## config.mk

```make
export PLATFORM = sky130hd
export DESIGN_NAME = pic_cfg_bridge
export DESIGN_NICKNAME = d
export VERILOG_FILES = /design/src/pic_pkg.sv /design/src/pic_cfg_bridge.sv
export VERILOG_INCLUDE_DIRS = /design/src
export SDC_FILE = /design/constraint.sdc
export NUM_CORES = 1
export LEC_CHECK = 0
export BUFFER_PORTS_ARGS = -buffer_cell sky130_fd_sc_hd__buf_2
export CAP_MARGIN = 20
export CORE_AREA = 2 2 162 164
export CTS_CLUSTER_DIAMETER = 80
export DETAILED_ROUTE_END_ITERATION = 6
export DIE_AREA = 0 0 164 166
export PLACE_DENSITY = 0.77
export REMOVE_ABC_BUFFERS = 1
export SYNTH_ARGS = -nofsm -noshare
export SYNTH_HDL_FRONTEND = slang
export SYNTH_SLANG_ARGS = --single-unit
```

## constraint.sdc

```tcl
create_clock -name clk_i -period 4.9 [get_ports clk_i]
set_clock_uncertainty 0.15 [all_clocks]
set_input_delay 1.47 -clock clk_i [delete_from_list [all_inputs] [get_ports clk_i]]
set_output_delay 1.47 -clock clk_i [all_outputs]
set_load 0.02 [all_outputs]
```

## src/pic_defines.svh

```systemverilog
// constants for the pci configuration access bridge: offsets, fields, resets, counts
// assumes inclusion by bare name from the bridge module and the bench
`ifndef PIC_DEFINES_SVH
`define PIC_DEFINES_SVH
// register byte addresses on the wishbone bus
`define PIC_A_STAT   32'hFFFED044
`define PIC_A_MASK   32'hFFFED048
`define PIC_A_DADR   32'hFFFED138
`define PIC_A_DDAT   32'hFFFED13C
`define PIC_A_IADR   32'hFFFED150
`define PIC_A_IDAT   32'hFFFED154
`define PIC_A_ICBE   32'hFFFED158
`define PIC_A_CHIP_CONFIGURATION   32'hFFFED040
// field positions
`define PIC_DONE_BIT 12
`define PIC_TOE_BIT  0
`define PIC_CMD_LSB  4
`define PIC_BE_LSB   0
// command codes in the indirect command field
`define PIC_CMD_RD   4'hA
`define PIC_CMD_WR   4'hB
// reset values
`define PIC_RST32    32'h0000_0000
`define PIC_CHIP_CONFIGURATION_RST 32'h0000_0001
`define PIC_ONES32   32'hFFFF_FFFF
// local bus wait limit in bus clock cycles
`define PIC_TO_CYCLES 512
// pci clocks without devsel before a master abort
`define PIC_MABORT   3'h5
`endif

```

## src/pic_pkg.sv

```systemverilog
// types shared by the pci configuration access bridge
// assumes nothing beyond a systemverilog compiler
package pic_pkg;
  // pci initiator engine states
  typedef enum logic [1:0] {
    st_idle = 2'b00,
    st_addr = 2'b01,
    st_data = 2'b10
  } pic_state_t;
endpackage

```

## src/pic_cfg_bridge.sv

```systemverilog
// pci initiator configuration access bridge: wishbone slave plus a pci initiator engine
// assumes pic_pkg compiled first; pci pins are sampled, the pci clock edge is detected
//
// Operation
// - direct data read launches config read cycle
// - direct read holds local bus until done
// - no ack within limit raises bus error
// - timeout only when timeout enable is one
// - indirect address and command start pci cycle
// - indirect read result lands in data register
// - completion flag in initiator status register
// - completion interrupt gated by mask register
// - indirect register accesses answer without waiting
// - address phase drives indirect address unchanged
// - command and byte enable fields drive pci
// - read code starts indirect config read
// - write code starts indirect config write
// - status bits clear by writing one
`include "pic_defines.svh"
`timescale 1ns/10ps
`default_nettype none

module pic_cfg_bridge #(
  parameter int unsigned TO_CYCLES = `PIC_TO_CYCLES
) (
  // clock and reset
  input  wire logic        clk_i,
  input  wire logic        rst_i,
  // wishbone slave
  input  wire logic [31:0] adr_i,
  input  wire logic [31:0] dat_i,
  input  wire logic [3:0]  sel_i,
  input  wire logic        we_i,
  input  wire logic        cyc_i,
  input  wire logic        stb_i,
  output logic      [31:0] dat_o,
  output logic             ack_o,
  output logic             err_o,
  // completion interrupt
  output logic             irq_o,
  // pci initiator pins
  input  wire logic        pci_clk_i,
  input  wire logic [31:0] ad_i,
  input  wire logic        trdy_n_i,
  input  wire logic        stop_n_i,
  input  wire logic        devsel_n_i,
  output logic      [31:0] ad_o,
  output logic             ad_oe_o,
  output logic      [3:0]  cbe_o,
  output logic             cbe_oe_o,
  output logic             frame_n_o,
  output logic             irdy_n_o,
  output logic             ctl_oe_o
);

  // the 10-bit wait counter cannot serve larger limits
  if (TO_CYCLES < 2 || TO_CYCLES > 1024) begin : g_chk
    $error("TO_CYCLES out of range");
  end

  localparam logic [9:0] TO_LAST = 10'(TO_CYCLES - 1);

  // two-flop synchronisers for every pin coming from the pci side
  logic [35:0] s1_r, s2_r;
  logic        clk_d_r;
  wire  [35:0] raw = {pci_clk_i, trdy_n_i, stop_n_i, devsel_n_i, ad_i};

  always_ff @(posedge clk_i) begin
    s1_r    <= raw;
    s2_r    <= s1_r;
    clk_d_r <= s2_r[35];
  end

  // pci rising edge seen in the bus clock domain
  wire        pe       = s2_r[35] & ~clk_d_r;
  wire        trdy_s   = s2_r[34];
  wire        stop_s   = s2_r[33];
  wire        devsel_s = s2_r[32];
  wire [31:0] ad_s     = s2_r[31:0];

  // software registers
  logic [31:0] mask_r, dadr_r, iadr_r, idat_r, icbe_r, chip_configuration_r;
  logic        flag_r, ind_pend_r, dir_pend_r;
  logic [9:0]  to_cnt_r;

  // engine state
  pic_pkg::pic_state_t st_r;
  logic        sel_dir_r, wr_cyc_r;
  logic [2:0]  mab_r;

  // bus decode
  wire req      = cyc_i & stb_i & ~ack_o & ~err_o;
  wire wr       = req & we_i;
  wire hit_stat = adr_i == `PIC_A_STAT;
  wire hit_mask = adr_i == `PIC_A_MASK;
  wire hit_dadr = adr_i == `PIC_A_DADR;
  wire hit_ddat = adr_i == `PIC_A_DDAT;
  wire hit_iadr = adr_i == `PIC_A_IADR;
  wire hit_idat = adr_i == `PIC_A_IDAT;
  wire hit_icbe = adr_i == `PIC_A_ICBE;
  wire hit_chip_configuration = adr_i == `PIC_A_CHIP_CONFIGURATION;
  wire dir_rd   = req & ~we_i & hit_ddat;
  wire plain    = req & ~dir_rd;
  wire [31:0] wm = {{8{sel_i[3]}}, {8{sel_i[2]}}, {8{sel_i[1]}}, {8{sel_i[0]}}};

  // byte-lane write merge
  function automatic logic [31:0] merge(input logic [31:0] old, input logic [31:0] nv,
                                        input logic [31:0] m);
    merge = (old & ~m) | (nv & m);
  endfunction

  // indirect command decode
  wire [31:0] icbe_new = merge(icbe_r, dat_i, wm);
  wire [3:0]  cmd_new  = icbe_new[`PIC_CMD_LSB +: 4];
  wire        cmd_ok   = (cmd_new == `PIC_CMD_RD) | (cmd_new == `PIC_CMD_WR);
  wire        start    = wr & hit_icbe & cmd_ok & ~ind_pend_r;
  wire [3:0]  ind_cmd  = icbe_r[`PIC_CMD_LSB +: 4];
  wire [3:0]  ind_be   = icbe_r[`PIC_BE_LSB +: 4];
  wire        timeout_enable      = chip_configuration_r[`PIC_TOE_BIT];

  // engine completion decode
  wire mab_out  = devsel_s & (mab_r == `PIC_MABORT);
  wire in_data  = (st_r == pic_pkg::st_data) & pe;
  wire eng_done = in_data & (~trdy_s | mab_out);
  wire eng_rty  = in_data & trdy_s & ~stop_s & ~mab_out;
  wire [31:0] res = trdy_s ? `PIC_ONES32 : ad_s;  // master abort reads all ones
  wire go       = (st_r == pic_pkg::st_idle) & pe & (ind_pend_r | dir_pend_r);
  wire use_dir  = dir_pend_r;  // the waiting local bus goes first

  // completion and timeout events
  wire stat_set = eng_done & ~sel_dir_r;
  wire stat_clr = wr & hit_stat & wm[`PIC_DONE_BIT] & dat_i[`PIC_DONE_BIT];
  wire dir_done = eng_done & sel_dir_r & dir_pend_r;
  wire to_hit   = dir_pend_r & timeout_enable & (to_cnt_r == TO_LAST) & ~dir_done;

  // read data selection
  wire [31:0] rd_mux =
    hit_stat ? {19'h0, flag_r, 12'h0} :
    hit_mask ? mask_r :
    hit_dadr ? dadr_r :
    hit_iadr ? iadr_r :
    hit_idat ? idat_r :
    hit_icbe ? icbe_r :
    hit_chip_configuration ? chip_configuration_r : `PIC_RST32;

  // software-visible registers; engine capture of read data wins over a software write
  always_ff @(posedge clk_i) begin
    if (rst_i) begin
      mask_r <= `PIC_RST32;
      dadr_r <= `PIC_RST32;
      iadr_r <= `PIC_RST32;
      idat_r <= `PIC_RST32;
      icbe_r <= `PIC_RST32;
      chip_configuration_r <= `PIC_CHIP_CONFIGURATION_RST;
    end else begin
      if (wr & hit_mask) mask_r <= merge(mask_r, dat_i, wm);
      if (wr & hit_dadr) dadr_r <= merge(dadr_r, dat_i, wm);
      if (wr & hit_iadr) iadr_r <= merge(iadr_r, dat_i, wm);
      if (wr & hit_chip_configuration) chip_configuration_r <= merge(chip_configuration_r, dat_i, wm);
      if (wr & hit_icbe & ~ind_pend_r) icbe_r <= icbe_new;
      if (stat_set & ~wr_cyc_r) idat_r <= res;
      else if (wr & hit_idat) idat_r <= merge(idat_r, dat_i, wm);
    end
  end

  // sticky flag (set wins over clear), pending requests and the wait counter
  always_ff @(posedge clk_i) begin
    if (rst_i) begin
      flag_r     <= 1'b0;
      ind_pend_r <= 1'b0;
      dir_pend_r <= 1'b0;
      to_cnt_r   <= 10'h000;
    end else begin
      flag_r     <= stat_set | (flag_r & ~stat_clr);
      ind_pend_r <= start | (ind_pend_r & ~stat_set);
      dir_pend_r <= (dir_rd & ~dir_pend_r) | (dir_pend_r & ~dir_done & ~to_hit);
      to_cnt_r   <= dir_pend_r ? to_cnt_r + 10'h001 : 10'h000;
    end
  end

  // wishbone answer; direct reads are answered only from the pci side or by the timeout
  always_ff @(posedge clk_i) begin
    if (rst_i) begin
      ack_o <= 1'b0;
      err_o <= 1'b0;
      dat_o <= `PIC_RST32;
      irq_o <= 1'b0;
    end else begin
      ack_o <= plain | dir_done;
      err_o <= to_hit;
      irq_o <= flag_r & mask_r[`PIC_DONE_BIT];
      if (dir_done) dat_o <= res;
      else if (plain & ~we_i) dat_o <= rd_mux;
    end
  end

  // pci initiator engine, single data phase, steps on each detected pci edge
  always_ff @(posedge clk_i) begin
    if (rst_i) begin
      st_r      <= pic_pkg::st_idle;
      sel_dir_r <= 1'b0;
      wr_cyc_r  <= 1'b0;
      mab_r     <= 3'h0;
      ad_o      <= `PIC_RST32;
      ad_oe_o   <= 1'b0;
      cbe_o     <= 4'h0;
      cbe_oe_o  <= 1'b0;
      frame_n_o <= 1'b1;
      irdy_n_o  <= 1'b1;
      ctl_oe_o  <= 1'b0;
    end else if (pe) begin
      unique case (st_r)
        pic_pkg::st_idle: begin
          if (go) begin
            frame_n_o <= 1'b0;
            ctl_oe_o  <= 1'b1;
            ad_o      <= use_dir ? dadr_r : iadr_r;
            ad_oe_o   <= 1'b1;
            cbe_o     <= use_dir ? `PIC_CMD_RD : ind_cmd;
            cbe_oe_o  <= 1'b1;
            sel_dir_r <= use_dir;
            wr_cyc_r  <= ~use_dir & (ind_cmd == `PIC_CMD_WR);
            mab_r     <= 3'h0;
            st_r      <= pic_pkg::st_addr;
          end
        end
        pic_pkg::st_addr: begin
          frame_n_o <= 1'b1;  // one data phase only
          irdy_n_o  <= 1'b0;
          cbe_o     <= sel_dir_r ? 4'h0 : ind_be;
          ad_o      <= idat_r;
          ad_oe_o   <= wr_cyc_r;
          st_r      <= pic_pkg::st_data;
        end
        pic_pkg::st_data: begin
          if (~trdy_s | ~stop_s | mab_out) begin
            // retry also lands here; the still-pending request reissues it
            irdy_n_o <= 1'b1;
            ctl_oe_o <= 1'b0;
            ad_oe_o  <= 1'b0;
            cbe_oe_o <= 1'b0;
            st_r     <= pic_pkg::st_idle;
          end else if (devsel_s) begin
            mab_r <= mab_r + 3'h1;
          end
        end
        default: st_r <= pic_pkg::st_idle;
      endcase
    end
  end
endmodule

`default_nettype wire

```

==> metrics.md, run 1 <==
| Metric | Value |
|---|---|
| Outcome | `finished clean` |
| EDFF count, synth | `0` |
| Initial Util | `between 50% and 60%` |
| Core Region | `roughly 26000 µm²` |
| Sinks on Clock Net | `360` |
| Max Slew Vio Count | `0` |
| Maximum root-to-sink buffer count | `3` |
| Row count | `about 60` |
| Met1 usage | `approximately 47%` |
| Clock Tree Root | `clkbuf_16` |
| Hold path cells | `0` |
| Crit path launch type | `input pin` |
| Vias | `around 15000` |
| PD cells | `around 350 nW/µm²` |
| Worst EP required | `between 5 and 6 ns` |
| FFs w/ async S/R, synth | `0%` |
| Final Hold Viols | `0` |
| Flops & latches, synth | `360` |
| Gr ovfl total | `0` |
| TritonCTS clock tree | `done` |
| Met3 Use GR | `approximately 6.7%` |
| Drt first pass iters | `6` |
| DR iter-0 viols | `around 1700` |
| Drt drc | `0` |
| Critical Path AT | `approximately 4.2 ns` |
| Antenna violations before repair | `5` |
| Register area | `between 7000 and 8000 µm²` |
| Routability cong. | `0.927` |
| Hold EP | `s2_r[32]` |
| RSZ-0062 raised after global routing | `no` |
| Die Y | `about 170 µm` |
| Top cell type's share of synthesized area | `about 48%` |
| Register-to-Register Path Depth | `6` |
| Post-cts resize count | `0` |
| Worst setup margin | `roughly 0.96 ns` |
| Worst slack at placement | `0.499 ns` |
| Largest net degree at the start of global routing | `~140` |
| Total CTS buffers | `38` |
| R2R Setup Slk | `1.58 ns` |
| DP Wirelength | `a little over 30000 µm` |
| Synth Flop Type | `dfxtp_1` |
| Worst Path Max Fanout | `9` |
| # Post-CTS Setup Buffers | `0` |
| Leading area contributor after synthesis | `dfxtp_1` |
| Max-cap violation count | `0` |
| Leak Pwr | `around 6.4 nW` |
| Worst setup EP type | `flip-flop` |
| Pwr Total | `6.14 mW` |
| Average vias per placed instance | `about 6.4` |
| WL final | `between 40000 and 50000 µm` |
| Number of global-route vias before repair | `around 14000` |
| Most frequent cells in the layout | `nand2_1 (458), dfxtp_1 (358), a21oi_1 (222)` |
| Fin crit share | `between 80 and 90%` |
| Commonest non-fill, non-tap cell in the layout | `nand2_1` |
| Fillers | `between 2000 and 2500` |
| Clock input transition at the sequential cells of the worst setup and hold paths | `approximately 0.060 ns` |
| Relative slew slack | `roughly 14%` |
| Yosys cell types | `69` |
| Post-synth design cell area | `15100 µm²` |
| Fin Setup TNS | `0 ns` |
| Seq/Total Area, Yosys | `47.7%` |
| H-Tree Level Count | `2` |
| Syn. warnings | `0` |
| Critical path type | `in -> reg` |
| Worst min path class | `reg -> reg` |
| GRT busiest layer | `met2` |
| Mapped Cells | `1797` |
| Reg2reg start | `st_r[1]` |
| Hold_buf cts | `0` |
| Tmin final | `3.94 ns` |
| Worst-skew pair later-pin latency | `0.53 ns` |
| Reg-to-Reg End | `dat_o[9]` |
| Layout cell share with drive strength beyond 1 | `roughly 18%` |
| Most area-consuming cells after synthesis | `dfxtp_1 (48%), nand2_1 (11%), a21oi_1 (7.4%)` |
| Die ar. | `roughly 27000 µm²` |
| Avg Cell Area, Syn | `between 8 and 9 µm²` |
| Nets@finish | `2056` |
| Area delta synth->final | `16.9%` |
| Die Wd | `between 150 and 200 µm` |
| Cell area after placement | `about 16000 µm²` |
| Worst-margin pin slew | `1.29 ns` |
| Setup-failing EPs final | `0` |
| Design Area, Final | `roughly 18000 µm²` |
| Global-route usage over all layers | `around a third` |
| WL/cell | `21.1 µm` |
| Antenna Violating Nets Remaining | `0` |
| Number of port buffers | `between 150 and 200` |
| Max Clk Rate | `between 200 and 300 MHz` |
| M2 GR Usage | `53.7%` |
| Peak supply drop | `slightly above 0.3 mV` |
| Min-delay src | `s1_r[32]` |
| Io pins | `between 150 and 200` |
| Footprint of the multi-input gates | `roughly 7400 µm²` |
| Global-route wire length before repair | `~75000 µm` |
| Hold slack final | `0.174 ns` |
-- synthesized netlist by cell type (4+ instances only) --
| cell | instances |
|---|---|
| a221oi_1 | 12 |
| o221ai_2 | 16 |
| or3_1 | 7 |
| clkbuf_1 | 97 |
| mux2i_1 | 31 |
| nor3_1 | 46 |
| o21a_1 | 5 |
| nand3_1 | 36 |
| buf_1 | 7 |
| nand2b_1 | 7 |
| a21oi_1 | 222 |
| buf_4 | 5 |
| dfxtp_1 | 360 |
| o21ai_0 | 60 |
| a221o_1 | 25 |
| o211ai_1 | 39 |
| a2bb2oi_1 | 9 |
| nor3b_1 | 6 |
| xor2_1 | 5 |
| a311oi_1 | 38 |
| nor2_1 | 105 |
| inv_1 | 8 |
| o22ai_1 | 4 |
| a211oi_1 | 4 |
| nor2b_1 | 4 |
| nand2_1 | 459 |
| o2bb2ai_1 | 11 |
| a311oi_2 | 16 |
| buf_2 | 13 |
| a31oi_1 | 15 |
| nor4_4 | 5 |
| and3_1 | 34 |
| nand4_1 | 13 |
| o221ai_1 | 7 |
-- report_power, final --
group / switching [mW] / total [mW] / internal, mW
Clock: 1.16 / 2.93 / 1.77
Sequential: 0.0256 / 3.00 / 2.97
Combinational: 0.151 / 0.222 / 0.0703
-- critical path, cell delays in order --
cell	delay, ns
buf_2	0.09
nand4b_1	0.22
or4_1	0.84
nor4_2	0.85
nand2_1	0.42
nand2_1	0.18
a21oi_1	0.07
-- per-layer routing --
| metal | vias to the layer above | wire length (µm) |
|---|---|---|
| li1 | 6766 | - |
| met1 | 6873 | 19100 |
| met3 | 194 | 5350 |
| met2 | 966 | 21900 |
| met5 | - | 26 |
| met4 | 4 | 2250 |
-- final cells by class --
| cell class | instances | share of cell area, % |
|---|---|---|
| inverter | 8 | 0.170 |
| clock inverter | 6 | 0.312 |
| clock buffer | 62 | 7.00 |
| antenna | 2 | 0.0284 |
| timing repair buffer | 231 | 7.41 |
| sequential | 360 | 40.9 |
| tap | 335 | 2.38 |
| multi-input combinational | 1305 | 41.8 |
-- stage by stage --
step           utilization [%]  cells
2_1_floorplan                -   1673
3_3_place_gp              63.8   2239
3_5_place_dp              63.8   2239
4_1_cts                   68.9   2307
5_1_grt                   68.9   2308
6_report                  68.9   2309
-- cells by family (layout without fill, tap and decap cells) --
logic type | count (synthesis) | count (layout) | synth area share (%)
adder cells (fa/ha/maj) | 3 | 3 | 0.249
buffers and inverters | 132 | 307 | 3.61
XOR/XNOR | 6 | 6 | 0.348
AO/OA/AOI/OAI | 507 | 507 | 23.3
flip-flops | 360 | 360 | 47.7
AND/OR/NAND/NOR | 758 | 758 | 22.7
other | 0 | 2 | 0
multiplexers | 31 | 31 | 2.06
-- how the worst max path moves through the flow --
stage	slack, ns	depth (start not counted)	from	endpoint
2_1_floorplan	-1.10	6	adr_i[16]	flip-flop
3_3_place_gp	0.58	7	adr_i[16]	flip-flop
3_5_place_dp	0.50	7	adr_i[16]	flip-flop
4_1_cts	1.03	7	adr_i[16]	flip-flop
5_1_grt	0.86	7	adr_i[9]	flip-flop
6_report	0.96	7	adr_i[16]	flip-flop
No activity file was read; power rests on OpenSTA's default activity.
==> inputs of run 2 (changes only) <==
Settings changed: CORE_AREA 2 2 162 164 to 2 2 165 167, DIE_AREA 0 0 164 166 to 0 0 167 169, PLACE_DENSITY 0.77 to 0.75.
Clock period 4.9 ns to 4 ns, I/O delays scaled along.
==> metrics.md, run 2 (synthesized netlist as in run 1, its figures left out) <==
| Metric | Value |
|---|---|
| Max-cap violation count | `0` |
| Worst-margin pin slew | `0.864 ns` |
| Tmin final | `3.21 ns` |
| H-Tree Level Count | `2` |
| Clock input transition at the sequential cells of the worst setup and hold paths | `0.06 ns` |
| Pwr Total | `about 7 mW` |
| TritonCTS clock tree | `done` |
| Die Wd | `approximately 170 µm` |
| Setup-failing EPs final | `0` |
| # Post-CTS Setup Buffers | `0` |
| Max Clk Rate | `between 300 and 400 MHz` |
| RSZ-0062 raised after global routing | `no` |
| Area delta synth->final | `17.7%` |
| Drt first pass iters | `6` |
| Worst EP required | `between 4 and 5 ns` |
| Row count | `60` |
| Io pins | `185` |
| Leak Pwr | `approximately 6.5 nW` |
| Layout cell share with drive strength beyond 1 | `between 10% and 20%` |
| Max Slew Vio Count | `0` |
| Outcome | `finished clean` |
| Post-cts resize count | `0` |
| Peak supply drop | `0.396 mV` |
| Worst slack at placement | `0.266 ns` |
| Nets@finish | `roughly 2100` |
| Critical path type | `in -> reg` |
| Number of port buffers | `184` |
| Worst-skew pair later-pin latency | `roughly 0.52 ns` |
| Hold_buf cts | `0` |
| Most frequent cells in the layout | `nand2_1 (458), dfxtp_1 (358), a21oi_1 (222)` |
| Number of global-route vias before repair | `roughly 14000` |
| Crit path launch type | `input pin` |
| Fin Setup TNS | `0 ns` |
| Worst setup margin | `0.790 ns` |
| Initial Util | `57.0%` |
| Global-route wire length before repair | `around 76000 µm` |
| Gr ovfl total | `0` |
| Routability cong. | `0.937` |
| Average vias per placed instance | `about 6.3` |
| Clock Tree Root | `clkbuf_16` |
| Largest net degree at the start of global routing | `94` |
| Vias | `14839` |
| Sinks on Clock Net | `360` |
| Worst Path Max Fanout | `19` |
| Total CTS buffers | `37` |
| WL final | `49200 µm` |
| Hold slack final | `0.175 ns` |
| Fin crit share | `roughly four fifths` |
| DP Wirelength | `roughly 33000 µm` |
| Die Y | `around 170 µm` |
| Commonest non-fill, non-tap cell in the layout | `nand2_1` |
| Worst setup EP type | `flip-flop` |
| PD cells | `approximately 400 nW/µm²` |
| DR iter-0 viols | `about 1500` |
| Antenna Violating Nets Remaining | `0` |
| Maximum root-to-sink buffer count | `3` |
| Core Region | `roughly 27000 µm²` |
| Global-route usage over all layers | `between 30% and 40%` |
| WL/cell | `around 21 µm` |
| Antenna violations before repair | `3` |
| Worst min path class | `reg -> reg` |
| Critical Path AT | `approximately 3.5 ns` |
| Die ar. | `between 20000 and 30000 µm²` |
| Final Hold Viols | `0` |
| Drt drc | `0` |
| Relative slew slack | `42.4%` |
run 2: cell type report:
cell class / instances / area (µm²)
fill: 2200 / 8740
clock buffer: 52 / 1030
timing repair buffer: 269 / 1620
multi-input combinational: 1305 / 7380
tap: 341 / 427
clock inverter: 7 / 67.6
inverter: 8 / 30.0
antenna: 1 / 2.50
sequential: 360 / 7210
run 2: layer usage:
| metal | vias to the layer above | share of wire [%] | wire (µm) | GRT usage, % |
|---|---|---|---|---|
| met5 | - | 0.022 | 11 | 0 |
| met4 | 2 | 4.5 | 2190 | 17.4 |
| met3 | 162 | 10 | 5040 | 7.32 |
| met2 | 846 | 47 | 22900 | 55.1 |
| met1 | 7004 | 39 | 19000 | 42.5 |
| li1 | 6825 | - | - | - |
run 2: path summary, 6_finish.rpt:
path	start	cells past startpoint	end	slack [ns]
worst min-delay path	s1_r[29]	0	s2_r[29]	0.17
worst max-delay path	adr_i[16]	9	dat_o[21]	0.79
worst min register to register	s1_r[29]	0	s2_r[29]	0.17
worst max register to register	err_o	7	flip-flop	1.19
run 2: metrics by stage:
stage	utilization [%]	area (µm²)	instances
6_report	67.0	17800	2343
5_1_grt	67.0	17800	2342
4_1_cts	67.0	17800	2342
3_5_place_dp	62.9	16700	2283
3_3_place_gp	62.9	16700	2283
2_1_floorplan	-	14600	1673
run 2: power by group:
group	internal, mW	switching, mW
logic	0.0905	0.192
registers	3.64	0.0288
clock network	1.85	1.37
total	5.58	1.59
run 2: worst max-delay path: stages:
cell and delay, ns:
buf_2 0.09, nand4b_1 0.22, or4_1 0.54, buf_4 0.23
nor4_4 0.38, buf_12 0.21, a221o_1 0.19, o221ai_2 0.11
a311oi_2 0.29
